===== src/hdl/clk_ctrl_defs.svh =====
`ifndef CLK_CTRL_DEFS_SVH
`define CLK_CTRL_DEFS_SVH

// Register offsets on the local register port (byte addresses, 16-bit words).
`define RA_SYS_CLK_CTRL 8'h00
`define RA_MODULE_STOP 8'h02
`define RA_CLK_PIN_DIR 8'h04
`define RA_STATUS 8'h06

// Field positions.
`define CLK_STOP_BIT 0
`define CLK_DIR_BIT 0
`define EXT_DMA_STOP_BIT 14
`define INT_DMA_STOP_BIT 13
`define TRANSFER_CTRL_STOP_BIT 12

// Status register layout.
`define ST_POWER_LSB 0
`define ST_PIN_LSB 4
`define ST_PIN_LEVEL_BIT 6
`define ST_REFUSED_LSB 8

// Reset values.
`define SYS_CLK_CTRL_RST 1'b0
`define CLK_PIN_DIR_RST 1'b0
`define MODULE_STOP_RST 16'h8fff
`define REFUSED_RST 3'h0

`endif


===== src/hdl/clk_ctrl_pkg.sv =====
package clk_ctrl_pkg;

  // Processing state reported by the power manager.
  typedef enum logic [2:0] {
    PWR_NORMAL = 3'h0,
    PWR_SLEEP = 3'h1,
    PWR_ALL_CLK_STOP = 3'h3,
    PWR_SW_STANDBY = 3'h2,
    PWR_HW_STANDBY = 3'h6
  } power_state_type;

  // State of the clock output pin.
  typedef enum logic [1:0] {
    PIN_HIZ = 2'h0,
    PIN_RUN = 2'h1,
    PIN_HIGH = 2'h3
  } pin_state_type;

endpackage


===== src/hdl/stop_ctrl_if.sv =====
`timescale 1ns/1ps
interface stop_ctrl_if #(parameter int NUM_MOD = 16);
  logic wr_req;
  logic [NUM_MOD-1:0] wr_data;
  logic cycle_end;
  logic [2:0] dma_active;
  logic [NUM_MOD-1:0] stop_bits;
  logic [2:0] refused;

  modport ctrl (output wr_req, output wr_data, output cycle_end, output dma_active,
                input stop_bits, input refused);
  modport unit (input wr_req, input wr_data, input cycle_end, input dma_active,
                output stop_bits, output refused);
endinterface // stop_ctrl_if


===== src/hdl/module_stop_unit.sv =====
`timescale 1ns/1ps
`include "clk_ctrl_defs.svh"
module module_stop_unit #(
  parameter int NUM_MOD = 16
) (
  input wire logic sys_clk,
  input wire logic reset,
  input wire logic clk_en,
  stop_ctrl_if.unit bus
);

  logic [NUM_MOD-1:0] pending_r;
  logic [NUM_MOD-1:0] pending_nxt;
  logic [NUM_MOD-1:0] stop_r;
  logic [2:0] refused_r;
  logic [2:0] refused_nxt;
  logic [2:0] dma_bit_mask;

  // A written value is held here until the bus cycle ends.
  always_ff @(posedge sys_clk) begin
    if (reset) begin
      pending_r <= `MODULE_STOP_RST;
    end else if (clk_en && bus.wr_req) begin
      pending_r <= bus.wr_data;
    end
  end

  // A busy controller keeps its stop bit low; only the set is refused.
  always_comb begin
    pending_nxt = pending_r;
    dma_bit_mask = 3'h0;
    if (bus.dma_active[2] && !stop_r[`EXT_DMA_STOP_BIT]) begin
      pending_nxt[`EXT_DMA_STOP_BIT] = 1'b0;
      dma_bit_mask[2] = pending_r[`EXT_DMA_STOP_BIT];
    end
    if (bus.dma_active[1] && !stop_r[`INT_DMA_STOP_BIT]) begin
      pending_nxt[`INT_DMA_STOP_BIT] = 1'b0;
      dma_bit_mask[1] = pending_r[`INT_DMA_STOP_BIT];
    end
    if (bus.dma_active[0] && !stop_r[`TRANSFER_CTRL_STOP_BIT]) begin
      pending_nxt[`TRANSFER_CTRL_STOP_BIT] = 1'b0;
      dma_bit_mask[0] = pending_r[`TRANSFER_CTRL_STOP_BIT];
    end
    refused_nxt = dma_bit_mask;
  end

  // Stop bits take effect only at the end of a bus cycle, so a module is
  // never cut off in the middle of an access.
  always_ff @(posedge sys_clk) begin
    if (reset) begin
      stop_r <= `MODULE_STOP_RST;
      refused_r <= `REFUSED_RST;
    end else if (clk_en && bus.cycle_end) begin
      stop_r <= pending_nxt;
      refused_r <= refused_nxt;
    end
  end

  assign bus.stop_bits = stop_r;
  assign bus.refused = refused_r;

endmodule // module_stop_unit


===== src/hdl/clock_output_and_module_stop_ctrl.sv =====
// The plain strobed port and the address map are this design's own decisions.
`timescale 1ns/1ps
`include "clk_ctrl_defs.svh"
module clock_output_and_module_stop_ctrl
  import clk_ctrl_pkg::*;
#(
  parameter int ADDR_W = 8,
  parameter int DATA_W = 16,
  parameter int PORT_W = 8
) (
  input wire logic sys_clk,
  input wire logic reset,
  input wire logic clk_en,
  input wire logic [ADDR_W-1:0] addr,
  input wire logic [DATA_W-1:0] wdata,
  input wire logic wr,
  input wire logic rd,
  input wire logic wr_from_cpu,
  output logic [DATA_W-1:0] rdata,
  input wire power_state_type power_state,
  input wire logic hw_standby_n,
  input wire logic bus_cycle_end,
  input wire logic [2:0] dma_active,
  input wire logic clk_pin_i,
  output logic clk_pin_o,
  output logic clk_pin_oe_n,
  input wire logic [PORT_W-1:0] port_out_req,
  output logic [PORT_W-1:0] port_out,
  output logic [DATA_W-1:0] module_stop,
  output logic [DATA_W-1:0] module_access_en
);

  // Decodes one register offset; used by both the write and read paths.
  function automatic logic reg_hit(input logic [ADDR_W-1:0] a,
                                   input logic [ADDR_W-1:0] off);
    reg_hit = (a == off);
  endfunction

  // Synchroniser stages for the pins.
  logic hws_s1_r;
  logic hws_s2_r;
  logic pin_s1_r;
  logic pin_s2_r;
  logic hw_stby;
  logic rst_all;

  // Software visible state.
  logic clock_output_stop_r;
  logic clk_dir_r;
  logic clk_stop_eff_r;

  // Pin generation.
  logic phase_r;
  pin_state_type pin_state_r;
  pin_state_type pin_state_nxt;
  logic clk_pin_o_r;
  logic clk_pin_o_nxt;
  logic clk_pin_oe_n_r;

  // Other outputs.
  logic [PORT_W-1:0] port_out_r;
  logic [DATA_W-1:0] rdata_r;
  logic [DATA_W-1:0] rdata_nxt;
  logic [DATA_W-1:0] access_en_r;
  logic mst_wr_ok;

  stop_ctrl_if #(.NUM_MOD(DATA_W)) stop_bus();

  // The standby pin comes from the board, so it passes two flops first.
  always_ff @(posedge sys_clk) begin
    if (reset) begin
      hws_s1_r <= 1'b1;
      hws_s2_r <= 1'b1;
    end else if (clk_en) begin
      hws_s1_r <= hw_standby_n;
      hws_s2_r <= hws_s1_r;
    end
  end

  // The pin level in input mode is only shown in status, still synchronised.
  always_ff @(posedge sys_clk) begin
    if (reset) begin
      pin_s1_r <= 1'b1;
      pin_s2_r <= 1'b1;
    end else if (clk_en) begin
      pin_s1_r <= clk_pin_i;
      pin_s2_r <= pin_s1_r;
    end
  end

  // Hardware standby puts every function except the pin synchronisers, the pin drive and read data flops into its reset state,
  // either from the pin or from the power manager's report.
  assign hw_stby = !hws_s2_r || (power_state == PWR_HW_STANDBY);
  assign rst_all = reset || hw_stby;

  // The module stop register ignores writes from DMA-type masters, which
  // would otherwise be able to stop themselves mid transfer.
  // CPU writes only
  assign mst_wr_ok = wr && wr_from_cpu && reg_hit(addr, `RA_MODULE_STOP);

  // Clock control and pin direction registers.
  always_ff @(posedge sys_clk) begin
    if (rst_all) begin
      clock_output_stop_r <= `SYS_CLK_CTRL_RST;
      clk_dir_r <= `CLK_PIN_DIR_RST;
    end else if (clk_en && wr) begin
      if (reg_hit(addr, `RA_SYS_CLK_CTRL)) begin
        clock_output_stop_r <= wdata[`CLK_STOP_BIT];
      end
      if (reg_hit(addr, `RA_CLK_PIN_DIR)) begin
        clk_dir_r <= wdata[`CLK_DIR_BIT];
      end
    end
  end

  // The stop bit reaches the pin only when the bus cycle ends, so a stop
  // written mid cycle lets the cycle complete with its clock.
  always_ff @(posedge sys_clk) begin
    if (rst_all) begin
      clk_stop_eff_r <= `SYS_CLK_CTRL_RST;
    end else if (clk_en && bus_cycle_end) begin
      clk_stop_eff_r <= clock_output_stop_r;
    end
  end

  // Phase of the output clock, which runs at half the flop rate because the
  // pin is driven from a flop.
  always_ff @(posedge sys_clk) begin
    if (rst_all) begin
      phase_r <= 1'b0;
    end else if (clk_en) begin
      phase_r <= !phase_r;
    end
  end

  // Pin state selection, in priority order.
  always_comb begin
    pin_state_nxt = PIN_RUN;
    case (1'b1)
      !clk_dir_r: pin_state_nxt = PIN_HIZ;
      hw_stby: pin_state_nxt = PIN_HIZ;
      (power_state == PWR_SW_STANDBY): pin_state_nxt = PIN_HIGH;
      clk_stop_eff_r: pin_state_nxt = PIN_HIGH;
      default: pin_state_nxt = PIN_RUN;
    endcase
  end

  // Pin level follows the selected state; high whenever not running so the
  // board never sees a low that could be taken as a clock edge.
  always_comb begin
    case (pin_state_nxt)
      PIN_RUN: clk_pin_o_nxt = !phase_r;
      PIN_HIGH: clk_pin_o_nxt = 1'b1;
      PIN_HIZ: clk_pin_o_nxt = 1'b1;
      default: clk_pin_o_nxt = 1'b1;
    endcase
  end

  // Registered pin drive. The state is kept without the hardware standby
  // reset; the pin still goes hi-Z on the first clock edge after standby is seen.
  always_ff @(posedge sys_clk) begin
    if (reset) begin
      pin_state_r <= PIN_HIZ;
      clk_pin_o_r <= 1'b1;
      clk_pin_oe_n_r <= 1'b1;
    end else if (clk_en) begin
      pin_state_r <= pin_state_nxt;
      clk_pin_o_r <= clk_pin_o_nxt;
      clk_pin_oe_n_r <= (pin_state_nxt == PIN_HIZ);
    end
  end

  // General port outputs freeze in software standby and keep driving their
  // level; this saves no output current, which is a known limitation.
  always_ff @(posedge sys_clk) begin
    if (rst_all) begin
      port_out_r <= '0;
    end else if (clk_en && (power_state != PWR_SW_STANDBY)) begin
      port_out_r <= port_out_req;
    end
  end

  // Module stop unit hookup.
  assign stop_bus.wr_req = clk_en && mst_wr_ok;
  assign stop_bus.wr_data = wdata;
  assign stop_bus.cycle_end = bus_cycle_end;
  assign stop_bus.dma_active = dma_active;

  module_stop_unit #(
    .NUM_MOD(DATA_W)
  ) u_stop (
    .sys_clk(sys_clk),
    .reset(rst_all),
    .clk_en(clk_en),
    .bus(stop_bus.unit)
  );

  // A stopped module's registers are closed to the bus; software must mask
  // its interrupts first since a stopped module cannot clear a request.
  always_ff @(posedge sys_clk) begin
    if (rst_all) begin
      access_en_r <= ~`MODULE_STOP_RST;
    end else if (clk_en) begin
      access_en_r <= ~stop_bus.stop_bits;
    end
  end

  // Read mux; unmapped offsets read as zero.
  always_comb begin
    rdata_nxt = '0;
    if (reg_hit(addr, `RA_SYS_CLK_CTRL)) begin
      rdata_nxt[`CLK_STOP_BIT] = clock_output_stop_r;
    end else if (reg_hit(addr, `RA_MODULE_STOP)) begin
      rdata_nxt = stop_bus.stop_bits;
    end else if (reg_hit(addr, `RA_CLK_PIN_DIR)) begin
      rdata_nxt[`CLK_DIR_BIT] = clk_dir_r;
    end else if (reg_hit(addr, `RA_STATUS)) begin
      rdata_nxt[`ST_POWER_LSB +: 3] = power_state;
      rdata_nxt[`ST_PIN_LSB +: 2] = pin_state_r;
      rdata_nxt[`ST_PIN_LEVEL_BIT] = pin_s2_r;
      rdata_nxt[`ST_REFUSED_LSB +: 3] = stop_bus.refused;
    end
  end

  // Read data stands for exactly the cycle after the read strobe.
  always_ff @(posedge sys_clk) begin
    if (reset) begin
      rdata_r <= '0;
    end else if (clk_en) begin
      rdata_r <= rd ? rdata_nxt : '0;
    end
  end

  // Module stop bits go out through a second flop stage here, one cycle behind the unit's stop bits.
  always_ff @(posedge sys_clk) begin
    if (rst_all) begin
      module_stop <= `MODULE_STOP_RST;
    end else if (clk_en) begin
      module_stop <= stop_bus.stop_bits;
    end
  end

  assign rdata = rdata_r;
  assign clk_pin_o = clk_pin_o_r;
  assign clk_pin_oe_n = clk_pin_oe_n_r;
  assign port_out = port_out_r;
  assign module_access_en = access_en_r;

endmodule // clock_output_and_module_stop_ctrl


===== config.mk =====
export PLATFORM = sky130hd
export DESIGN_NAME = clock_output_and_module_stop_ctrl
export DESIGN_NICKNAME = d
export VERILOG_FILES = /design/src/hdl/clk_ctrl_pkg.sv /design/src/hdl/stop_ctrl_if.sv /design/src/hdl/module_stop_unit.sv /design/src/hdl/clock_output_and_module_stop_ctrl.sv
export VERILOG_INCLUDE_DIRS = /design/src /design/src/hdl
export SDC_FILE = /design/constraint.sdc
export NUM_CORES = 1
export LEC_CHECK = 0
export ABC_AREA = 0
export BUFFER_PORTS_ARGS = -buffer_cell sky130_fd_sc_hd__buf_2
export CAP_MARGIN = 0
export CELL_PAD_IN_SITES_DETAIL_PLACEMENT = 1
export CELL_PAD_IN_SITES_GLOBAL_PLACEMENT = 1
export CORE_UTILIZATION = 39
export DETAILED_ROUTE_END_ITERATION = 16
export PLACE_DENSITY = 0.87
export SETUP_SLACK_MARGIN = 0.2
export SLEW_MARGIN = 20
export SYNTH_ARGS = -nofsm -noshare
export SYNTH_HDL_FRONTEND = slang
export SYNTH_HIERARCHICAL = 1
export SYNTH_SLANG_ARGS = --single-unit

===== constraint.sdc =====
create_clock -name sys_clk -period 2.65 [get_ports sys_clk]
set_input_delay 0.53 -clock sys_clk [delete_from_list [all_inputs] [get_ports sys_clk]]
set_output_delay 0.53 -clock sys_clk [all_outputs]
set_load 0.01 [all_outputs]

==> impl_metrics.json <==
{
  "cts_sinks": 103,
  "cp_data_required_time_ps": 2900,
  "clkPwrFrac_pct": 36.4,
  "fin_area_mm2": 0.00478,
  "grt_overflow": 0,
  "switching_power_w": 0.000749,
  "antenna_found_initial": 0,
  "utilization_pct": 48.6,
  "switching_share_pct": 25.0,
  "power_frac_comb_pct": 9.2,
  "setup.worst_path.start_class": "primary input",
  "internal-power_w": 0.00225,
  "dr.first_iter.drc_count": 165,
  "fill_cells": 1145,
  "hold_viol_final": 0,
  "yosysSeqAreaShare_pct": 51.9,
  "htreeDepth": 3,
  "grt_pass1_vias": 3475,
  "period_share_pct": 75.6,
  "cp_top_family": "simple AND/OR/NAND/NOR gates",
  "routedWlPerCell_um": 17.6,
  "detail-route-antenna-nets": 0,
  "worstHoldPathType": "in2reg",
  "final.setup.tns_ps": 0,
  "cts_setup_buffers": 0,
  "drc_errors": 0,
  "yosysTopAreaCell": "dfxtp_1",
  "hold_start": "reset",
  "design.core.area_mm2": 0.00982,
  "finalSetupViolCount": 0,
  "fin_crit_ps": 2000,
  "syn_area_per_cell_um2": 10.1,
  "finClkSkew_ps": 15.2,
  "placed_area_mm2": 0.00455,
  "die_y_um": 103,
  "cap_violations": 0,
  "yosysTopAreaCellShare_pct": 51.9,
  "port_buffers": 104,
  "grt_max_degree": 74,
  "ys_warn_count": 6,
  "fin_cells": 626,
  "cp_data_arrival_time_ps": 2260,
  "synth_edf_count": 0,
  "cp.depth": 7,
  "power_frac_seq_pct": 54.3,
  "post_cts_resized": 0,
  "first_pass_iters": 4,
  "synthTopCellsByCount": "dfxtp_1 (103), nand2_1 (52), a211o_1 (26), and3_1 (26), nand3_1 (24)",
  "fp-row-count": 36,
  "path_cells": "buf_2, nor4bb_1, buf_4, nand2_1, nor3_1, nand2_2, a211o_1",
  "drive_above_1_share_pct": 32.0,
  "status": "completed",
  "clock_latency_ps": 370,
  "cts_tree": "built",
  "slew_headroom_pct": 49.2,
  "end_kind": "flip-flop",
  "ioPinCount": 105,
  "synth_xor_area_share_pct": 0.220,
  "async_flop_share_pct": 0,
  "via_per_inst": 5.37,
  "clk_path_buf_depth": 2,
  "yosysMostFrequentCell": "dfxtp_1",
  "yosys.area_share.adder_pct": 0,
  "cp_slowest_cell": "nor3_1",
  "regToRegStartpoint": "hws_s2_r$_SDFFE_PP1P_",
  "synthesis.area_mm2": 0.00397,
  "cp_num_buf_inv": 2,
  "whs_ps": 386,
  "p_per_area_mw_per_mm2": 627,
  "grt_pass1_wl_um": 17400,
  "rsz0062_at_grt": "false",
  "rrSetupSlack_ps": 1110,
  "synthMuxAreaShare_pct": 4.35,
  "cpPeakStageDelay_ps": 430,
  "cts_hold_buffers": 0,
  "area_growth_pct": 20.3,
  "synth_seq_cells": 103,
  "ff2ff_path_depth": 5,
  "dieArea_mm2": 0.0106,
  "netlist_instances": 394,
  "crit_type": "in2reg",
  "clock-root-buffer": "clkbuf_8",
  "synth_nets": 441,
  "grt_usage_pct": 21.8,
  "ir_worst_vdd_mv": 0.264,
  "synth_area_leaders": "dfxtp_1 (52%), a211o_1 (5.7%), nand2_1 (4.9%)",
  "p_leak_nw": 2.22,
  "r2r-end": "phase_r$_SDFFE_PP0P_",
  "nNetsFinal": 535,
  "cts_made_buffers": 9,
  "n_antenna_cell": 0,
  "synth_cell_types": 48,
  "wirelength_um": 11000,
  "yosys_most_used_dff": "dfxtp_1",
  "maxSlewViolCount": 0,
  "max_freq_mhz": 499,
  "hold-path-endpoint": "rdata[0]$_SDFFE_PP0P_",
  "synth_compound_area_share_pct": 19.3,
  "clk_pin_slew_ps": 100,
  "initial_core_util_pct": 40.5,
  "worst_slew_pin_slew_ps": 761,
  "hpwlAfterDp_um": 8090,
  "hold-path-cell-count": 2,
  "vias": 3359,
  "synth_top_family_by_area": "compound AO/OA/AOI/OAI gates",
  "die_x_um": 103,
  "dp.cells": 610,
  "synth-simple-area-share_pct": 19.3,
  "cp_max_fo": 13,
  "gp_congestion": 0.786
}
==> kinds of logic (layout without fill, tap and decap cells) <==
family,after synthesis,in the layout
and+or+nand+nor,138,138
DFF,103,103
AOI/OAI and AO/OA,100,100
buffers and inverters,36,135
muxes,16,16
xor gates and xnor gates,1,1
==> cell usage in the layout, fill, tap and decap left out, types with 2 or more instances in the layout <==
cell	n
a211o_1	26
bufinv_16	2
o221a_2	3
buf_2	104
or3b_2	2
a22o_1	7
buf_4	9
o211a_1	11
o21ai_0	15
dfxtp_1	103
a31o_2	2
nand2_1	52
clkbuf_8	9
o21ai_2	8
and3_1	26
a21oi_1	20
nand4bb_1	3
nor2_1	3
nor2b_1	2
inv_1	5
mux2i_1	15
nand2b_1	6
nand3_1	24
nor3_1	2
a21bo_2	3
and3b_2	3
nand4_1	2
==> worst register-to-register path, delay by kind of cell, from the launching register on <==
family,cells,cell delay [ps]
DFF,1,340
buffers and inverters,2,850
and+or+nand+nor,2,190
AOI/OAI and AO/OA,1,60
==> stage by stage <==
step                setup WS (ps)  power (W)
floorplan                     354    0.00182
global placement              390    0.00193
detailed placement            268    0.00194
CTS                           647    0.00302
global route                  480    0.00312
finish                        646    0.00300
==> worst max path at each step <==
| stage | from | end |
|---|---|---|
| floorplan | clk_en | u_stop/pending_r[0]$_SDFFE_PP1P_ |
| global placement | clk_en | u_stop/pending_r[15]$_SDFFE_PP1P_ |
| detailed placement | clk_en | u_stop/pending_r[9]$_SDFFE_PP1P_ |
| CTS | clk_en | u_stop/pending_r[9]$_SDFFE_PP1P_ |
| global route | clk_en | u_stop/pending_r[6]$_SDFFE_PP1P_ |
| finish | clk_en | u_stop/pending_r[6]$_SDFFE_PP1P_ |
==> power groups by stage <==
stage	sequential, W	combinational (W)	clock (W)
final	0.00163	0.000276	0.00109
after global placement	0.00166	0.000266	0
after detailed placement	0.00166	0.000278	0
after global routing	0.00164	0.000307	0.00118
after CTS	0.00163	0.000279	0.00111
after floorplan	0.00167	0.000157	0
==> state kept, by name (all words and copies together), names as in the netlist <==
| register | cells |
|---|---|
| clk_dir_r | 1 |
| clk_pin_oe_n | 1 |
| pin_s2_r | 1 |
| port_out | 8 |
| clk_pin_o | 1 |
| u_stop/bus.stop_bits | 16 |
| u_stop/bus.refused | 3 |
| phase_r | 1 |
| rdata | 16 |
| u_stop/pending_r | 16 |
| hws_s2_r | 1 |
| clk_stop_eff_r | 1 |
| module_stop | 16 |
| clock_output_stop_r | 1 |
| pin_s1_r | 1 |
| hws_s1_r | 1 |
| pin_state_r | 2 |
| module_access_en | 16 |
==> routing by layer <==
metal	vias up	part of all wire, %	routed length, µm	GRT usage [%]
met5	-	0	0	0
met4	0	1.9	209	8.78
met3	21	4.6	505	4.20
met2	98	51	5610	39.5
met1	1632	43	4680	25.1
li1	1608	-	-	-
==> final cells by class <==
cell class                 count  area [µm²]  area share (%)
clock buffer                  10         128            2.67
clock inverter                 6        92.6            1.94
inverter                       6        22.5           0.471
multi-input combinational    255        1720            36.0
sequential                   103        2060            43.2
tap                          133         166            3.48
timing repair buffer         113         588            12.3
Note: power is estimated with default switching activity, not from simulation.
